**config.mk**
```make
export PLATFORM = sky130hd
export DESIGN_NAME = fsk_shr_fec_config
export DESIGN_NICKNAME = d
export VERILOG_FILES = /design/src/rtl/fsk_shr_pkg.sv /design/src/rtl/shr_link_if.sv /design/src/rtl/fec_policy.sv /design/src/rtl/shr_serializer.sv /design/src/rtl/fsk_shr_fec_config.sv
export VERILOG_INCLUDE_DIRS = /design/src /design/src/rtl
export SDC_FILE = /design/constraint.sdc
export NUM_CORES = 1
export LEC_CHECK = 0
export BUFFER_PORTS_ARGS = -buffer_cell sky130_fd_sc_hd__buf_2
export CORE_MARGIN = 5
export CORE_UTILIZATION = 60
export CTS_CLUSTER_SIZE = 12
export DETAILED_ROUTE_END_ITERATION = 8
export PLACE_DENSITY = 0.77
export SYNTH_ARGS = -nofsm -noshare
export SYNTH_HDL_FRONTEND = slang
export SYNTH_HIERARCHICAL = 1
export SYNTH_SLANG_ARGS = --single-unit
```
**constraint.sdc**
```tcl
create_clock -name clk -period 3.2 [get_ports clk]
set_clock_uncertainty 0.1 [all_clocks]
set_input_delay 0.32 -clock clk [delete_from_list [all_inputs] [get_ports clk]]
set_output_delay 0.32 -clock clk [all_outputs]
set_load 0.01 [all_outputs]
```
**src/rtl/fsk_shr_consts.svh**
```systemverilog
`ifndef FSK_SHR_CONSTS_SVH
`define FSK_SHR_CONSTS_SVH

// ----------------------------------------
// Register indices (byte address = 4 * index)
// ----------------------------------------
`define RIDX_FEC_CONTROL 11'h163
`define RIDX_PREAMBLE_LENGTH 11'h440
`define RIDX_PREAMBLE_PATTERN 11'h447
`define RIDX_TX_DELIM_UNCODED 11'h448
`define RIDX_TX_DELIM_CODED 11'h44c
`define RIDX_TX_DELIM_ALT_UNCODED 11'h450
`define RIDX_TX_DELIM_ALT_CODED 11'h454
`define RIDX_SYNC_HEADER_CONTROL 11'h461
`define RIDX_FRAMER_STATUS 11'h470

// ----------------------------------------
// Field positions of fsk_fec_control
// ----------------------------------------
`define FEC_AUTODETECT_BIT 0
`define FEC_TX_ENABLE_BIT 1
`define FEC_ACK_REPLY_CTRL_BIT 2
`define FEC_ACK_REPLY_EN_BIT 3
`define FEC_ACK_RX_CTRL_BIT 4
`define FEC_ACK_RX_EN_BIT 5
`define FEC_SET_SELECT_BIT 6
`define FEC_MONITOR_BIT 7

// ----------------------------------------
// Reset values
// ----------------------------------------
`define RST_FEC_CONTROL 7'h00
`define RST_PREAMBLE_LENGTH 16'h0004
`define RST_PREAMBLE_PATTERN 8'haa
`define RST_TX_DELIM_UNCODED 32'h904e0000
`define RST_TX_DELIM_CODED 32'h6f4e0000
`define RST_TX_DELIM_ALT_UNCODED 32'h7a0e0000
`define RST_TX_DELIM_ALT_CODED 32'h632d0000
`define RST_SYNC_HEADER_CONTROL 2'h1

// ----------------------------------------
// Timing
// ----------------------------------------
`define CLK_HZ 10000000
`define BIT_RATE_HZ 100000
`define BIT_CYCLES (`CLK_HZ / `BIT_RATE_HZ)
`define BIT_CNT_W 7
`define PRE_LEN_W 10

`endif

```
**src/rtl/fsk_shr_pkg.sv**
```systemverilog
package fsk_shr_pkg;
	typedef enum logic [1:0] {SER_IDLE, SER_PREAMBLE, SER_DELIM} ser_state_t;
	typedef logic [31:0] delim_word_t;
endpackage

```
**src/rtl/shr_link_if.sv**
```systemverilog
`timescale 1ns/10ps
`default_nettype none
`include "fsk_shr_consts.svh"

interface shr_link_if;
	logic start;
	logic [`PRE_LEN_W-1:0] pre_len;
	logic [7:0] pre_pat;
	logic [31:0] delim;
	logic [1:0] delim_bytes;
	logic bit_tick;
	logic busy;
	logic done;
	logic tx_bit;
	logic tx_bit_valid;
	modport ctl (output start, pre_len, pre_pat, delim, delim_bytes, bit_tick,
		input busy, done, tx_bit, tx_bit_valid);
	modport ser (input start, pre_len, pre_pat, delim, delim_bytes, bit_tick,
		output busy, done, tx_bit, tx_bit_valid);
endinterface

`default_nettype wire

```
**src/rtl/fec_policy.sv**
```systemverilog
`timescale 1ns/10ps
`default_nettype none
`include "fsk_shr_consts.svh"

module fec_policy
	import fsk_shr_pkg::*;
(
	// Clock and reset
	input wire logic clk,
	input wire logic rst_n,
	// Settings
	input wire logic [6:0] fec_ctrl,
	// Receive results
	input wire logic rx_frame_done,
	input wire logic rx_frame_fec,
	// Frame to send
	input wire logic tx_is_ack,
	// Decisions
	output logic rx_fec_monitor,
	output logic tx_fec_now,
	output logic rx_autodetect_en,
	output logic ack_rx_forced,
	output logic ack_rx_value
);

	wire ack_fec;

	assign rx_autodetect_en = fec_ctrl[`FEC_AUTODETECT_BIT];
	assign ack_fec = fec_ctrl[`FEC_ACK_REPLY_CTRL_BIT]
		? fec_ctrl[`FEC_ACK_REPLY_EN_BIT]
		: rx_fec_monitor;
	assign tx_fec_now = tx_is_ack ? ack_fec : fec_ctrl[`FEC_TX_ENABLE_BIT];
	assign ack_rx_forced = fec_ctrl[`FEC_ACK_RX_CTRL_BIT];
	assign ack_rx_value = fec_ctrl[`FEC_ACK_RX_CTRL_BIT] & fec_ctrl[`FEC_ACK_RX_EN_BIT];

	// Only the receive path updates this bit
	always_ff @(posedge clk or negedge rst_n)
	begin
		if (!rst_n)
			rx_fec_monitor <= 1'b0;
		else if (rx_frame_done)
			rx_fec_monitor <= rx_frame_fec;
	end

endmodule

`default_nettype wire

```
**src/rtl/shr_serializer.sv**
```systemverilog
`timescale 1ns/10ps
`default_nettype none
`include "fsk_shr_consts.svh"

module shr_serializer
	import fsk_shr_pkg::*;
(
	// Clock and reset
	input wire logic clk,
	input wire logic rst_n,
	// Header job
	shr_link_if.ser link
);

	ser_state_t state, next_state;
	logic [2:0] bit_idx;
	logic [`PRE_LEN_W-1:0] bytes_left;
	logic [1:0] delim_left;
	logic [7:0] pat;
	delim_word_t shift;
	wire byte_end;
	wire last_pre;

	assign byte_end = link.bit_tick && (bit_idx == 3'h7);
	assign last_pre = (bytes_left == `PRE_LEN_W'(1));
	assign link.busy = (state != SER_IDLE);

	always_comb
	begin
		next_state = state;
		unique case (state)
			SER_IDLE:
				if (link.start)
					next_state = (link.pre_len == '0) ? SER_DELIM : SER_PREAMBLE;
			SER_PREAMBLE:
				if (byte_end && last_pre)
					next_state = SER_DELIM;
			SER_DELIM:
				if (byte_end && (delim_left == 2'h0))
					next_state = SER_IDLE;
		endcase
	end

	always_ff @(posedge clk or negedge rst_n)
	begin
		if (!rst_n)
		begin
			state <= SER_IDLE;
			bit_idx <= 3'h0;
			bytes_left <= '0;
			delim_left <= 2'h0;
			pat <= 8'h00;
			shift <= 32'h00000000;
		end
		else
		begin
			state <= next_state;
			if (state == SER_IDLE && link.start)
			begin
				bit_idx <= 3'h0;
				bytes_left <= link.pre_len;
				delim_left <= link.delim_bytes;
				pat <= link.pre_pat;
				shift <= link.delim;
			end
			else if (link.bit_tick && state != SER_IDLE)
			begin
				bit_idx <= bit_idx + 3'h1;
				if (state == SER_DELIM)
					shift <= {shift[30:0], 1'b0};
				if (byte_end && state == SER_PREAMBLE)
					bytes_left <= bytes_left - `PRE_LEN_W'(1);
				if (byte_end && state == SER_DELIM)
					delim_left <= delim_left - 2'h1;
			end
		end
	end

	// Preamble goes out LSB first, delimiter from bit 31 downward
	always_ff @(posedge clk or negedge rst_n)
	begin
		if (!rst_n)
		begin
			link.tx_bit <= 1'b0;
			link.tx_bit_valid <= 1'b0;
			link.done <= 1'b0;
		end
		else
		begin
			link.tx_bit_valid <= link.bit_tick && (state != SER_IDLE);
			link.done <= (state == SER_DELIM) && (next_state == SER_IDLE);
			if (link.bit_tick && state == SER_PREAMBLE)
				link.tx_bit <= pat[bit_idx];
			else if (link.bit_tick && state == SER_DELIM)
				link.tx_bit <= shift[31];
		end
	end

endmodule

`default_nettype wire

```
**src/rtl/fsk_shr_fec_config.sv**
```systemverilog
`timescale 1ns/10ps
`default_nettype none
`include "fsk_shr_consts.svh"

module fsk_shr_fec_config
	import fsk_shr_pkg::*;
(
	// Clock and reset
	input wire logic clk,
	input wire logic rst_n,
	// Avalon-MM register slave, word addressed
	input wire logic [10:0] address,
	input wire logic read,
	input wire logic write,
	input wire logic [31:0] writedata,
	input wire logic [3:0] byteenable,
	output logic [31:0] readdata,
	output logic waitrequest,
	// Transmit request from the baseband
	input wire logic tx_start,
	input wire logic tx_is_ack,
	// Transmit header stream
	output logic tx_bit,
	output logic tx_bit_valid,
	output logic shr_done,
	output logic tx_busy,
	output logic tx_frame_fec,
	// Receive side
	input wire logic rx_frame_done,
	input wire logic rx_frame_fec,
	output logic rx_autodetect_en,
	output logic ack_rx_forced,
	output logic ack_rx_value,
	output logic delimiter_set_select
);

	// ----------------------------------------
	// Byte-lane merge
	// ----------------------------------------
	function automatic logic [31:0] merge_lanes(input logic [31:0] old_val,
		input logic [31:0] new_val, input logic [3:0] be);
		logic [31:0] res;
		res = old_val;
		for (int i = 0; i < 4; i++)
		begin
			if (be[i])
				res[i*8 +: 8] = new_val[i*8 +: 8];
		end
		return res;
	endfunction

	// ----------------------------------------
	// Registers
	// ----------------------------------------
	logic [6:0] fsk_fec_control;
	logic [15:0] preamble_length;
	logic [7:0] preamble_pattern;
	delim_word_t tx_delimiter_uncoded;
	delim_word_t tx_delimiter_coded;
	delim_word_t tx_delimiter_alt_uncoded;
	delim_word_t tx_delimiter_alt_coded;
	logic [1:0] sync_header_control;

	logic ack;
	logic rx_fec_monitor;
	logic tx_fec_now;
	logic [`BIT_CNT_W-1:0] div_cnt;
	logic bit_tick;
	delim_word_t frame_delim;

	wire access;
	wire wr_en;
	wire rd_take;
	wire hit_fec;
	wire hit_plen;
	wire hit_ppat;
	wire hit_d0;
	wire hit_d1;
	wire hit_d2;
	wire hit_d3;
	wire hit_shr;
	wire hit_stat;
	wire [31:0] rd_mux;
	wire [31:0] fec_word;
	wire [31:0] status_word;
	wire tick_wrap;
	wire start_ok;
	wire wr_fec;
	wire wr_plen;
	wire wr_ppat;
	wire wr_d0;
	wire wr_d1;
	wire wr_d2;
	wire wr_d3;
	wire wr_shr;
	wire [31:0] plen_merged;
	wire [31:0] d0_merged;
	wire [31:0] d1_merged;
	wire [31:0] d2_merged;
	wire [31:0] d3_merged;

	shr_link_if link ();

	// ----------------------------------------
	// Bus handshake
	// ----------------------------------------
	// One wait cycle gives the read mux a full period before data leaves
	assign access = (read | write) & ~ack;
	assign waitrequest = (read | write) & ~ack;
	assign wr_en = write & ack;
	assign rd_take = read & ~ack;

	always_ff @(posedge clk or negedge rst_n)
	begin
		if (!rst_n)
			ack <= 1'b0;
		else
			ack <= access;
	end

	// ----------------------------------------
	// Address decode
	// ----------------------------------------
	assign hit_fec = (address == `RIDX_FEC_CONTROL);
	assign hit_plen = (address == `RIDX_PREAMBLE_LENGTH);
	assign hit_ppat = (address == `RIDX_PREAMBLE_PATTERN);
	assign hit_d0 = (address == `RIDX_TX_DELIM_UNCODED);
	assign hit_d1 = (address == `RIDX_TX_DELIM_CODED);
	assign hit_d2 = (address == `RIDX_TX_DELIM_ALT_UNCODED);
	assign hit_d3 = (address == `RIDX_TX_DELIM_ALT_CODED);
	assign hit_shr = (address == `RIDX_SYNC_HEADER_CONTROL);
	assign hit_stat = (address == `RIDX_FRAMER_STATUS);

	// ----------------------------------------
	// Write strobes and merged lanes
	// ----------------------------------------
	// Byte-wide and narrower registers take lane 0 only
	assign wr_fec = wr_en & hit_fec & byteenable[0];
	assign wr_plen = wr_en & hit_plen;
	assign wr_ppat = wr_en & hit_ppat & byteenable[0];
	assign wr_d0 = wr_en & hit_d0;
	assign wr_d1 = wr_en & hit_d1;
	assign wr_d2 = wr_en & hit_d2;
	assign wr_d3 = wr_en & hit_d3;
	assign wr_shr = wr_en & hit_shr & byteenable[0];
	assign plen_merged = merge_lanes({16'h0000, preamble_length}, writedata, byteenable);
	assign d0_merged = merge_lanes(tx_delimiter_uncoded, writedata, byteenable);
	assign d1_merged = merge_lanes(tx_delimiter_coded, writedata, byteenable);
	assign d2_merged = merge_lanes(tx_delimiter_alt_uncoded, writedata, byteenable);
	assign d3_merged = merge_lanes(tx_delimiter_alt_coded, writedata, byteenable);

	// ----------------------------------------
	// Register writes
	// ----------------------------------------
	always_ff @(posedge clk or negedge rst_n)
	begin
		if (!rst_n)
			fsk_fec_control <= `RST_FEC_CONTROL;
		else if (wr_fec)
			fsk_fec_control <= writedata[6:0];
	end

	// Length kept as written; only the low ten bits reach the framer
	always_ff @(posedge clk or negedge rst_n)
	begin
		if (!rst_n)
			preamble_length <= `RST_PREAMBLE_LENGTH;
		else if (wr_plen)
			preamble_length <= plen_merged[15:0];
	end

	always_ff @(posedge clk or negedge rst_n)
	begin
		if (!rst_n)
			preamble_pattern <= `RST_PREAMBLE_PATTERN;
		else if (wr_ppat)
			preamble_pattern <= writedata[7:0];
	end

	always_ff @(posedge clk or negedge rst_n)
	begin
		if (!rst_n)
			tx_delimiter_uncoded <= `RST_TX_DELIM_UNCODED;
		else if (wr_d0)
			tx_delimiter_uncoded <= d0_merged;
	end

	always_ff @(posedge clk or negedge rst_n)
	begin
		if (!rst_n)
			tx_delimiter_coded <= `RST_TX_DELIM_CODED;
		else if (wr_d1)
			tx_delimiter_coded <= d1_merged;
	end

	always_ff @(posedge clk or negedge rst_n)
	begin
		if (!rst_n)
			tx_delimiter_alt_uncoded <= `RST_TX_DELIM_ALT_UNCODED;
		else if (wr_d2)
			tx_delimiter_alt_uncoded <= d2_merged;
	end

	always_ff @(posedge clk or negedge rst_n)
	begin
		if (!rst_n)
			tx_delimiter_alt_coded <= `RST_TX_DELIM_ALT_CODED;
		else if (wr_d3)
			tx_delimiter_alt_coded <= d3_merged;
	end

	always_ff @(posedge clk or negedge rst_n)
	begin
		if (!rst_n)
			sync_header_control <= `RST_SYNC_HEADER_CONTROL;
		else if (wr_shr)
			sync_header_control <= writedata[1:0];
	end

	// ----------------------------------------
	// Register reads
	// ----------------------------------------
	assign fec_word = {24'h000000, rx_fec_monitor, fsk_fec_control};
	assign status_word = {29'h00000000, rx_fec_monitor, tx_frame_fec, tx_busy};
	assign rd_mux = hit_fec ? fec_word
		: hit_plen ? {16'h0000, preamble_length}
		: hit_ppat ? {24'h000000, preamble_pattern}
		: hit_d0 ? tx_delimiter_uncoded
		: hit_d1 ? tx_delimiter_coded
		: hit_d2 ? tx_delimiter_alt_uncoded
		: hit_d3 ? tx_delimiter_alt_coded
		: hit_shr ? {30'h00000000, sync_header_control}
		: hit_stat ? status_word
		: 32'h00000000;

	always_ff @(posedge clk or negedge rst_n)
	begin
		if (!rst_n)
			readdata <= 32'h00000000;
		else if (rd_take)
			readdata <= rd_mux;
	end

	// ----------------------------------------
	// FEC decisions
	// ----------------------------------------
	fec_policy u_policy (
		.clk(clk),
		.rst_n(rst_n),
		.fec_ctrl(fsk_fec_control),
		.rx_frame_done(rx_frame_done),
		.rx_frame_fec(rx_frame_fec),
		.tx_is_ack(tx_is_ack),
		.rx_fec_monitor(rx_fec_monitor),
		.tx_fec_now(tx_fec_now),
		.rx_autodetect_en(rx_autodetect_en),
		.ack_rx_forced(ack_rx_forced),
		.ack_rx_value(ack_rx_value)
	);

	assign delimiter_set_select = fsk_fec_control[`FEC_SET_SELECT_BIT];

	// ----------------------------------------
	// Delimiter selection
	// ----------------------------------------
	assign frame_delim = delimiter_set_select
		? (tx_fec_now ? tx_delimiter_alt_coded : tx_delimiter_alt_uncoded)
		: (tx_fec_now ? tx_delimiter_coded : tx_delimiter_uncoded);

	// Requests while a header is going out are dropped
	assign start_ok = tx_start & ~link.busy;

	always_ff @(posedge clk or negedge rst_n)
	begin
		if (!rst_n)
			tx_frame_fec <= 1'b0;
		else if (start_ok)
			tx_frame_fec <= tx_fec_now;
	end

	// ----------------------------------------
	// Bit-rate divider
	// ----------------------------------------
	// Restarts with each header so the first bit is a full period away
	assign tick_wrap = (div_cnt == `BIT_CNT_W'(`BIT_CYCLES - 1));

	always_ff @(posedge clk or negedge rst_n)
	begin
		if (!rst_n)
			div_cnt <= '0;
		else if (start_ok || tick_wrap)
			div_cnt <= '0;
		else
			div_cnt <= div_cnt + `BIT_CNT_W'(1);
	end

	assign bit_tick = tick_wrap;

	// ----------------------------------------
	// Header serializer
	// ----------------------------------------
	assign link.start = start_ok;
	assign link.pre_len = preamble_length[`PRE_LEN_W-1:0];
	assign link.pre_pat = preamble_pattern;
	assign link.delim = frame_delim;
	assign link.delim_bytes = sync_header_control;
	assign link.bit_tick = bit_tick;

	shr_serializer u_ser (
		.clk(clk),
		.rst_n(rst_n),
		.link(link)
	);

	assign tx_bit = link.tx_bit;
	assign tx_bit_valid = link.tx_bit_valid;
	assign shr_done = link.done;
	assign tx_busy = link.busy;

endmodule

`default_nettype wire

```
# Word-level counts from Yosys, hierarchy flattened
# Cells that the tools add are included.
[totals]
register_bits = 263
latch_bits = 0
ram_bits = 0
mem_bits_ro = 0
out_inout_bits = 42
elab_cells = 150
memories = 0
[op_classes]
add_sub_neg = 4
multipliers = 0
n_div = 0
order_cmp = 1
eq_ne = 14
shift = 0
n_mux = 35
n_bitwise = 19
reduce_logical = 42
[op_table]
columns = ["op", "n"]
rows = [
  ["$mux 32", 13],
  ["$eq 11x11->1 const B", 8],
  ["$reduce_and 2->1", 21],
  ["$mux 10", 3],
  ["$and 1x1->1", 16],
  ["$mux 2", 7],
  ["$mux 3", 4],
  ["$reduce_bool 2->1", 6],
  ["$eq 11x9->1 const B", 1],
  ["$eq 10x1->1 const B", 1],
  ["$logic_and 1x1->1", 10],
  ["$logic_not 10->1", 1],
  ["$sub 10x1->10 const B", 1],
  ["$add 7x1->7 const B", 1],
  ["$eq 7x7->1 const B", 1],
  ["$mux 7", 1],
  ["$logic_not 2->1", 3],
  ["$pmux 2 s3", 1],
  ["$mux 1", 5],
  ["$lt 3x4->1 const B", 1],
  ["$add 3x1->3 const B", 1],
  ["$bmux 1 s3", 1],
  ["$eq 3x3->1 const B", 1],
  ["$eq 2x1->1 const B", 1],
  ["5 further kinds", 6],
]

# Depth between registers and ports, before layout
# Gate-level depths: netlist of the first run.
[depth]
depth_word = 10
depth_mapped = 10
mapped_depth_nobuf = 8

# By module
# The synthesis of the first run kept the hierarchy.
[modules_own_cells]
columns = ["module", "n_inst", "cells_per_inst", "area_each_um2", "seq_area_each_um2"]
rows = [
  ["fsk_shr_fec_config", 1, 733, 9922.0, 5102.4],
  ["shr_serializer", 1, 298, 2982.9, 1501.4],
  ["fec_policy", 1, 8, 80.1, 25.0],
]

# Least setup slack after synthesis of the first run
# No wires, ideal clock.
[synth_path]
path_kind = "register to register"
startpoint = "reg div_cnt[0]"
endpoint = "reg u_ser.bytes_left[7]"
arrival_ps = 2270
required_time_ps = 2958
path_slack_ps = 688
stages_incl_launch_ff = 9
path_cell_list = "dfrtp_1 -> ha_1 -> nand2_1 -> nor4_1 -> and4b_1 -> buf_2 -> nand4_1 -> o311ai_0 -> o211ai_1"
[synth_via]
elab_chain_len = 5
[synth_lines]
columns = ["item", "line", "text"]
rows = [
  ["start: declaration", "fsk_shr_fec_config.sv:67", "logic [`BIT_CNT_W-1:0] div_cnt;"],
  ["start signal: assignment", "fsk_shr_fec_config.sv:294", "div_cnt <= div_cnt + `BIT_CNT_W'(1);"],
  ["$eq 7x7->1 *", "fsk_shr_fec_config.sv:285", "assign tick_wrap = (div_cnt == `BIT_CNT_W'(`BIT_CYCLES - 1));"],
  ["via bit_tick", "fsk_shr_fec_config.sv:68", "logic bit_tick;"],
  ["$logic_and 1x1->1", "shr_serializer.sv:24", "assign byte_end = link.bit_tick && (bit_idx == 3'h7);"],
  ["$logic_and 1x1->1", "shr_serializer.sv:71", "if (byte_end && state == SER_PREAMBLE)"],
  ["$reduce_bool 2->1 (no source line)", "--", ""],
  ["$reduce_and 2->1 (no source line) *", "--", ""],
  ["end signal: assignment", "shr_serializer.sv:61", "bytes_left <= link.pre_len;"],
  ["end signal: assignment", "shr_serializer.sv:72", "bytes_left <= bytes_left - `PRE_LEN_W'(1);"],
  ["end: declaration", "shr_serializer.sv:17", "logic [`PRE_LEN_W-1:0] bytes_left;"],
]
# Mark *: on every way through the listed nets, which the timed path passes. The rest lies on a longest branch.
# A chain may end at the register's enable or synchronous reset.

# Final worst setup path of the first run
[layout_path]
startpoint = "reg u_ser.state[0]"
endpoint = "reg u_ser.link.done"
[layout_via]
elab_chain_len = 7
[layout_lines]
columns = ["item", "line", "text"]
rows = [
  ["start: declaration", "shr_serializer.sv:15", "ser_state_t state, next_state;"],
  ["start signal: assignment", "shr_serializer.sv:57", "state <= next_state;"],
  ["$reduce_bool 2->1", "shr_serializer.sv:26", "assign link.busy = (state != SER_IDLE);"],
  ["$not 1->1", "fsk_shr_fec_config.sv:271", "assign start_ok = tx_start & ~link.busy;"],
  ["$and 1x1->1", "fsk_shr_fec_config.sv:271", ""],
  ["via link.start", "shr_link_if.sv:6", "logic start;"],
  ["$mux 2", "shr_serializer.sv:33", "if (link.start)"],
  ["$pmux 2 s3", "shr_serializer.sv:31", "unique case (state)"],
  ["via u_ser.next_state[1]", "shr_serializer.sv:15", ""],
  ["$logic_not 2->1", "shr_serializer.sv:91", "link.done <= (state == SER_DELIM) && (next_state == SER_IDLE);"],
  ["$logic_and 1x1->1", "shr_serializer.sv:91", ""],
  ["end signal: assignment", "shr_serializer.sv:91", ""],
  ["end: declaration", "shr_link_if.sv:19", "output busy, done, tx_bit, tx_bit_valid);"],
]
# The timed path passes the listed nets, and every way through them passes these cells.

==> results.md, run 1 <==
* Slew Viols, Final at 0
* Placer Congestion at ~0.95
* Maxcap violations at 0
* Sw Pwr at around 0.0017 W
* CTS tree: built
* Synthesis-to-finish area growth at 15.1%
* Pleak at 6.75 nW
* Period utilization at a little over four fifths
* Power Internal at about 0.0054 W
* Min cycle time layout at about 2.7 ns
* Worst endpoint data arrival time at around 3.0 ns
* Seq pwr share at 49.5%
* Total gr overflow at 0
* Global Route Usage Sum at 27.7%
* Die width at roughly 160 um
* Postcts setup bufs at 0
* HPWL after DPL at 22500 um
* Post-route ant nets at 0
* Vias per cell at 6.46
* Htree depth at 1
* Met1 GRT Util at 38.5%
* Core Util, Final at 70.7%
* Crit path required time at about 3.5 ns
* Final Setup Violations at 0
* Share of layout cells above drive strength 1 at 38.2%
* Syn Inst Count at 1039
* Sequential cell area at between 6000 and 7000 um^2
* Reg clk slew, reported paths at 0.06 ns
* Post-CTS resize count at 0
* Fillers at ~1500
* Clock root cell: clkbuf_16
* #FFs+latches synth at ~260
* Global routing's busiest layer: met2
* Hold crit path type: in2reg
* Nets at 1228
* Core footprint at 21200 um^2
* Initial Utilization at about three fifths
* Post-synthesis sequential area ratio at 51.1%
* Asr flop ratio synth at 100%
* Worst skew pair latency at 0.55 ns
* Unrepaired setup endpoints after global routing: false
* Cell area after synthesis at 13000 um^2
* Pwr dens at 471 nW/um^2
* DP Area at 13800 um^2
* Vias in the first global route at 9832
* Multi-input logic area at 6050 um^2
* Synth Warn # at 6
* Unique cell type count in the Yosys netlist at a little over 80
* Die height at 157 um
* Syn Area/Cell at 12.5 um^2
* Post-route DRC at 0
* Peak supply drop at between 0.3 and 0.4 mV
* Outcome: finished, final reports clean
* Sw frac at 23.7%
* DR pass1 iterations at 5
* WS Path Type: reg2reg
* Routed WL at 33200 um
* Met3 usage at roughly 5.2%
* Mapped Nets at 1103
* IO Pins at 97
* Combinational share of power at 7.4%
* Ys flop type: dfrtp_1
* Num CTS Buffers at 28
* Initial DRC Count at 753
* Hold Fails Final Rpt at 0
* Antenna cells at 0
* Total number of vias at 9434
* IO buf count at 96
* Clock Path Buffers at 3
* Wire per inst at 22.7 um
* First-pass GRT wire length at 54100 um
* Die area at around 25000 um^2
* Setup TNS at 0 ns
* Met2 Track Usage GR at 45.6%
* Clock Power Share at between 40% and 50%
* CTS Sinks at 263
* Crit-path max FO at 7
* Worst slew margin at 37.4%
* Antenna violations before repair at 1
* Design Power at 0.00704 W
* Pin count of the biggest net entering global routing at 104
* Final instance area at 14900 um^2
* Critical Path Source Type: flip-flop
* Number of flops mapped to enable cells by yosys at 0
* Critical path endpoint category: flip-flop
* Worst Max-Slew Pin Slew at 0.939 ns
* Max Freq at 368 MHz
* FP Rows at 53
-- cell usage after synthesis, types with 4 or more instances --
cell      instances  area share [%]
nor2_4           14             1.2
a22oi_1          17            0.98
and3_1           10            0.48
o211ai_1          6            0.35
nand3_1          23            0.89
xnor2_1           4            0.27
buf_1             7            0.20
inv_1            10            0.29
nor3_1            9            0.35
dfstp_2          38             7.7
dfrtp_1         225              43
nor2_1           36             1.0
a221oi_1         29             2.0
o221ai_1          4            0.27
buf_2            16            0.62
clkbuf_1         21            0.61
a21oi_1          14            0.54
buf_6             4            0.35
o22ai_1           5            0.24
mux2_2          167              14
o31ai_1           5            0.29
nand2_1         102             2.9
ha_1              9            0.87
nor2_2            6            0.29
nand2_2           4            0.19
buf_4             8            0.46
nor4_1            5            0.24
o21ai_0          48             1.9
nor2b_1           4            0.19
mux4_2           34             5.9
nand2b_1         10            0.48
o21ai_1          17            0.66
mux2i_1          34             2.6
a22o_1           18             1.2
-- power groups by stage --
stage / combinational (W) / sequential (W) / clock [W]
final: 0.000520 / 0.00348 / 0.00304
after global placement: 0.000484 / 0.00354 / 0
after detailed placement: 0.000494 / 0.00354 / 0
after floorplan: 0.000260 / 0.00353 / 0
after CTS: 0.000525 / 0.00348 / 0.00308
after global routing: 0.000581 / 0.00350 / 0.00322
-- per-layer routing --
metal / routed length [um] / part of all wire (%) / vias up
li1: - / - / 4162
met1: 13700 / 41 / 4811
met2: 16200 / 49 / 403
met3: 2590 / 7.8 / 56
met4: 756 / 2.3 / 2
met5: 13 / 0.039 / -
-- critical path, cell delays in order, from the launching register on --
cell,delay [ns]
dfrtp_1,0.43
inv_1,0.10
ha_1,0.27
inv_1,0.16
nor2b_1,0.50
nor4b_1,0.47
a311oi_1,0.17
nor3_1,0.27
nor3b_1,0.10
-- cell type report --
type                    count  share of cell area, %
inverters                  10                  0.251
clock inverters             7                  0.310
flip-flops and latches    263                   44.3
clock buffers              45                   5.52
repair buffers            152                   6.81
multi-input cells         709                   40.5
well taps                 275                   2.30
-- path summary, 6_finish.rpt --
path | from | end | slack, ns | cells past startpoint
hold reg to reg | u_ser/pat[4]$_DFFE_PN0P_ | u_ser/pat[4]$_DFFE_PN0P_ | 0.38 | 2
setup reg to reg | u_ser/state[0]$_DFF_PN0_ | u_ser/link.done$_DFF_PN0_ | 0.48 | 8
setup / recovery | u_ser/state[0]$_DFF_PN0_ | u_ser/link.done$_DFF_PN0_ | 0.48 | 8
max in group asynchronous | rst_n | tx_delimiter_coded[27]$_DFFE_PN1P_ | 2.02 | 3
min in group asynchronous | rst_n | tx_delimiter_uncoded[5]$_DFFE_PN0P_ | 0.14 | 2
hold / removal | write | ack$_DFF_PN0_ | 0.01 | 3
-- flip-flops by register name (all words and copies together) (netlist names), 2 cells and up --
| register | flops |
|---|---|
| div_cnt | 7 |
| fsk_fec_control | 7 |
| link.delim_bytes | 2 |
| link.pre_pat | 8 |
| preamble_length | 16 |
| readdata | 32 |
| tx_delimiter_alt_coded | 32 |
| tx_delimiter_alt_uncoded | 32 |
| tx_delimiter_coded | 32 |
| tx_delimiter_uncoded | 32 |
| u_ser/bit_idx | 3 |
| u_ser/bytes_left | 10 |
| u_ser/delim_left | 2 |
| u_ser/pat | 8 |
| u_ser/shift | 32 |
| u_ser/state | 2 |
-- through the flow --
step | setup WS, ns | hold slack (ns) | cells
2_1_floorplan | 0.688 | -0.0756 | 1039
3_3_place_gp | 0.573 | 0.106 | 1381
3_5_place_dp | 0.555 | 0.110 | 1381
4_1_cts | 0.530 | 0.00370 | 1461
5_1_grt | 0.253 | 0.0319 | 1461
6_report | 0.481 | 0.0147 | 1461
-- what timing repair did --
| action | in CTS | in global routing |
|---|---|---|
| hold buffers | 28 | 0 |
| endpoints found under the setup margin | 0 | 0 |
| endpoints found under the hold margin | 230 | 0 |
-- logic make-up (layout without fill, tap and decap cells) --
family                   Yosys count  after routing  share of synthesized area, %
XOR/XNOR                           6              6                         0.405
adder cells (fa/ha/maj)            9              9                         0.867
multiplexers                     238            238                          23.3
AO/OA/AOI/OAI                    191            191                          10.3
flip-flops                       263            263                          51.1
buffers and inverters             67            214                          2.56
AND/OR/NAND/NOR                  265            265                          11.5
-- cells in the final DEF (no fill, tap or decap), types with 6 or more instances in the layout --
| cell | instances |
|---|---|
| mux2i_1 | 34 |
| nand2_1 | 102 |
| clkbuf_8 | 6 |
| a21oi_1 | 13 |
| and3_1 | 10 |
| o21ai_1 | 17 |
| buf_2 | 95 |
| dfrtp_1 | 225 |
| nor3_1 | 9 |
| mux4_2 | 34 |
| o211ai_1 | 6 |
| nand2b_1 | 10 |
| inv_1 | 10 |
| clkbuf_1 | 11 |
| clkbuf_16 | 28 |
| dfstp_2 | 38 |
| ha_1 | 9 |
| nor2_4 | 14 |
| nor2_2 | 6 |
| a221oi_1 | 29 |
| clkinv_2 | 6 |
| nor2_1 | 36 |
| mux2_2 | 167 |
| a22oi_1 | 17 |
| a22o_1 | 18 |
| dlygate4sd3_1 | 28 |
| nand3_1 | 23 |
| buf_4 | 25 |
| o21ai_0 | 48 |
No activity file was read; power rests on OpenSTA's default activity.
==> run 2: changes to the inputs <==
clock period = 2.8 ns   (was 3.2 ns; I/O delays follow)
==> run 2 against run 1 <==
Against the previous run: final area grew 0.45%; non-clock buffer count is 4 higher; total power increased by 15%; register-to-register slack got worse by 0.15 ns; sequential power is 14% higher; setup slack got worse by 0.15 ns; fmax grew 10%; critical path depth up 1; largest power group unchanged.
==> results.md, run 2 (same netlist as run 1, synthesis figures left out) <==
* IO Pins at 97 (unchanged)
* Critical Path Source Type: flip-flop
* Critical path endpoint category: flip-flop
* Commonest cells after routing, fill and taps aside: dfrtp_1, mux2_2, nand2_1, buf_2, o21ai_0
* Synthesis-to-finish area growth at 15.6%
* Global Route Usage Sum at 27.1% (-0.60 points)
* Worst Max-Slew Pin Slew at 0.706 ns (-0.233 ns)
* Pleak at 6.78 nW (+0.40%)
* Hold Fails Final Rpt at 0 (unchanged)
* Pwr dens at 541 nW/um^2 (+15%)
* Final Setup Violations at 0 (unchanged)
* Share of layout cells above drive strength 1 at 38.2% (+0.040 points)
* Post-CTS resize count at 0 (unchanged)
* Vias per cell at 6.33 (-1.9%)
* Multi-input logic area at 6050 um^2 (unchanged)
* Cts hold-fix bufs at 30 (+7.1%)
* Crit-path slowest cell: dfrtp_1
* Die area at 24700 um^2 (unchanged)
* Htree depth at 1 (unchanged)
* Post-route DRC at 0 (unchanged)
* Most used cell, CP: inv_1
* DR pass1 iterations at 5 (unchanged)
* Outcome: finished, final reports clean
* Hold WS at 0.0186 ns (+0.00385 ns)
* IO buf count at 96 (unchanged)
* HPWL after DPL at 21900 um (-2.4%)
* CTS tree: built
* Fillers at 1467 (+0.82%)
* Postcts setup bufs at 0 (unchanged)
* Crit-path max FO at 7 (unchanged)
* Worst slew margin at 52.7% (+15 points)
* Initial Utilization at 61.4% (unchanged)
* Top Family by Delay on Critical Path: simple AND/OR/NAND/NOR gates
* Clock Path Buffers at 3 (unchanged)
* Total number of vias at 9276 (-1.7%)
* First-pass GRT wire length at 52900 um (-2.3%)
* Total gr overflow at 0 (unchanged)
* Worst skew pair latency at 0.54 ns (about the same)
* Antenna violations before repair at 0 (-1)
* Num CTS Buffers at 28 (unchanged)
* Die width at 157 um (unchanged)
* Peak supply drop at 0.498 mV (+34%)
* Post-route ant nets at 0 (unchanged)
* CP Buf/Inv Count at 3 (+1)
* Period utilization at 88.2% (+3.2 points)
* Die height at 157 um (unchanged)
* Min cycle time layout at 2.47 ns (-0.250 ns)
* FP Rows at 53 (unchanged)
* Core footprint at 21200 um^2 (unchanged)
* Unrepaired setup endpoints after global routing: false
* Initial DRC Count at 874 (+16%)
* Max Freq at 405 MHz (+10%)
* Pin count of the biggest net entering global routing at 76 (-27%)
* CTS Sinks at 263 (unchanged)
* Nets at 1232 (+0.33%)
* Clock root cell: clkbuf_16
* Commonest non-fill, non-tap cell in the layout: dfrtp_1
* Routed WL at 32800 um (-1.4%)
* Worst-path cell chain: inv_1, ha_1, inv_1, nor2b_1, buf_4, nor4b_1, a311oi_1, nor3_1, nor3b_1
* WS Path Type: reg2reg
* Hold crit path type: in2reg
* Crit path required time at 3.10 ns (-0.40 ns)
* Worst stage delay on the critical path at 0.44 ns (-0.06 ns)
* Maxcap violations at 0 (unchanged)
* Vias in the first global route at 9478 (-3.6%)
* Slew Viols, Final at 0 (unchanged)
* Setup TNS at 0 ns (unchanged)
* Placer Congestion at 0.944 (-0.93%)
* Wire per inst at 22.4 um (-1.6%)
* Worst endpoint data arrival time at 2.77 ns (-0.25 ns)
* Antenna cells at 0 (unchanged)
* Reg clk slew, reported paths at 0.06 ns (about the same)
* Sequential cell area at 6630 um^2 (unchanged)
[run 2: cell types whose count changed in the layout (fill, tap and decap cells not counted)]
cell,previous run,this run
clkinv_2,6,3
clkbuf_8,6,8
dlygate4sd3_1,28,30
buf_12,3,4
buf_4,25,26
clkinvlp_4,0,1
[run 2: power by group]
group / total [W] / internal [W] / switching [W] / leakage, nW
logic: 0.000599 / 0.000241 / 0.000358 / 3.05
registers: 0.00398 / 0.00389 / 0.0000903 / 3.30
clock network: 0.00354 / 0.00206 / 0.00148 / 0.434
total: 0.00812 / 0.00620 / 0.00192 / 6.78
[run 2: layer usage]
metal / share of wire, % / routed length (um) / GRT usage [%] / vias up
met5: 0 / 0 / 0 / -
met4: 3.0 / 979 / 7.62 / 0
met3: 6.7 / 2210 / 3.96 / 69
met2: 47 / 15400 / 43.4 / 364
met1: 43 / 14100 / 39.2 / 4670
li1: - / - / - / 4173
[run 2: worst register-to-register path, cell delays in order, from the launching register on]
cell	delay, ns
dfrtp_1	0.44
inv_1	0.11
ha_1	0.26
inv_1	0.16
nor2b_1	0.17
buf_4	0.18
nor4b_1	0.38
a311oi_1	0.17
nor3_1	0.29
nor3b_1	0.10
[run 2: cell type report]
cell class,count,area share [%]
clock buffer,47,5.67
clock inverter,5,0.258
inverter,10,0.250
multi-input combinational,709,40.3
sequential,263,44.1
tap,275,2.29
timing repair buffer,156,7.10
[run 2: final timing paths]
kind,end,depth (start not counted),slack (ns),startpoint
setup reg to reg,u_ser/link.done$_DFF_PN0_,9,0.33,u_ser/state[0]$_DFF_PN0_
setup / recovery,u_ser/link.done$_DFF_PN0_,9,0.33,u_ser/state[0]$_DFF_PN0_
hold reg to reg,readdata[22]$_DFFE_PN0P_,2,0.38,readdata[22]$_DFFE_PN0P_
hold / removal,tx_delimiter_coded[3]$_DFFE_PN0P_,2,0.02,writedata[3]
min in group asynchronous,link.delim_bytes[1]$_DFFE_PN0P_,2,0.19,rst_n
max in group asynchronous,tx_delimiter_alt_uncoded[18]$_DFFE_PN1P_,3,1.55,rst_n
[run 2: stage by stage]
stage	area [um^2]	setup slack, ns	power [W]	utilization [%]	cells
after floorplan	13000	0.288	0.00433	-	1039
after global placement	13800	0.348	0.00460	65.4	1383
after detailed placement	13800	0.302	0.00461	65.4	1383
after CTS	15000	0.358	0.00817	71.0	1465
after global routing	15000	0.0707	0.00840	71.0	1465
final	15000	0.331	0.00812	71.0	1465
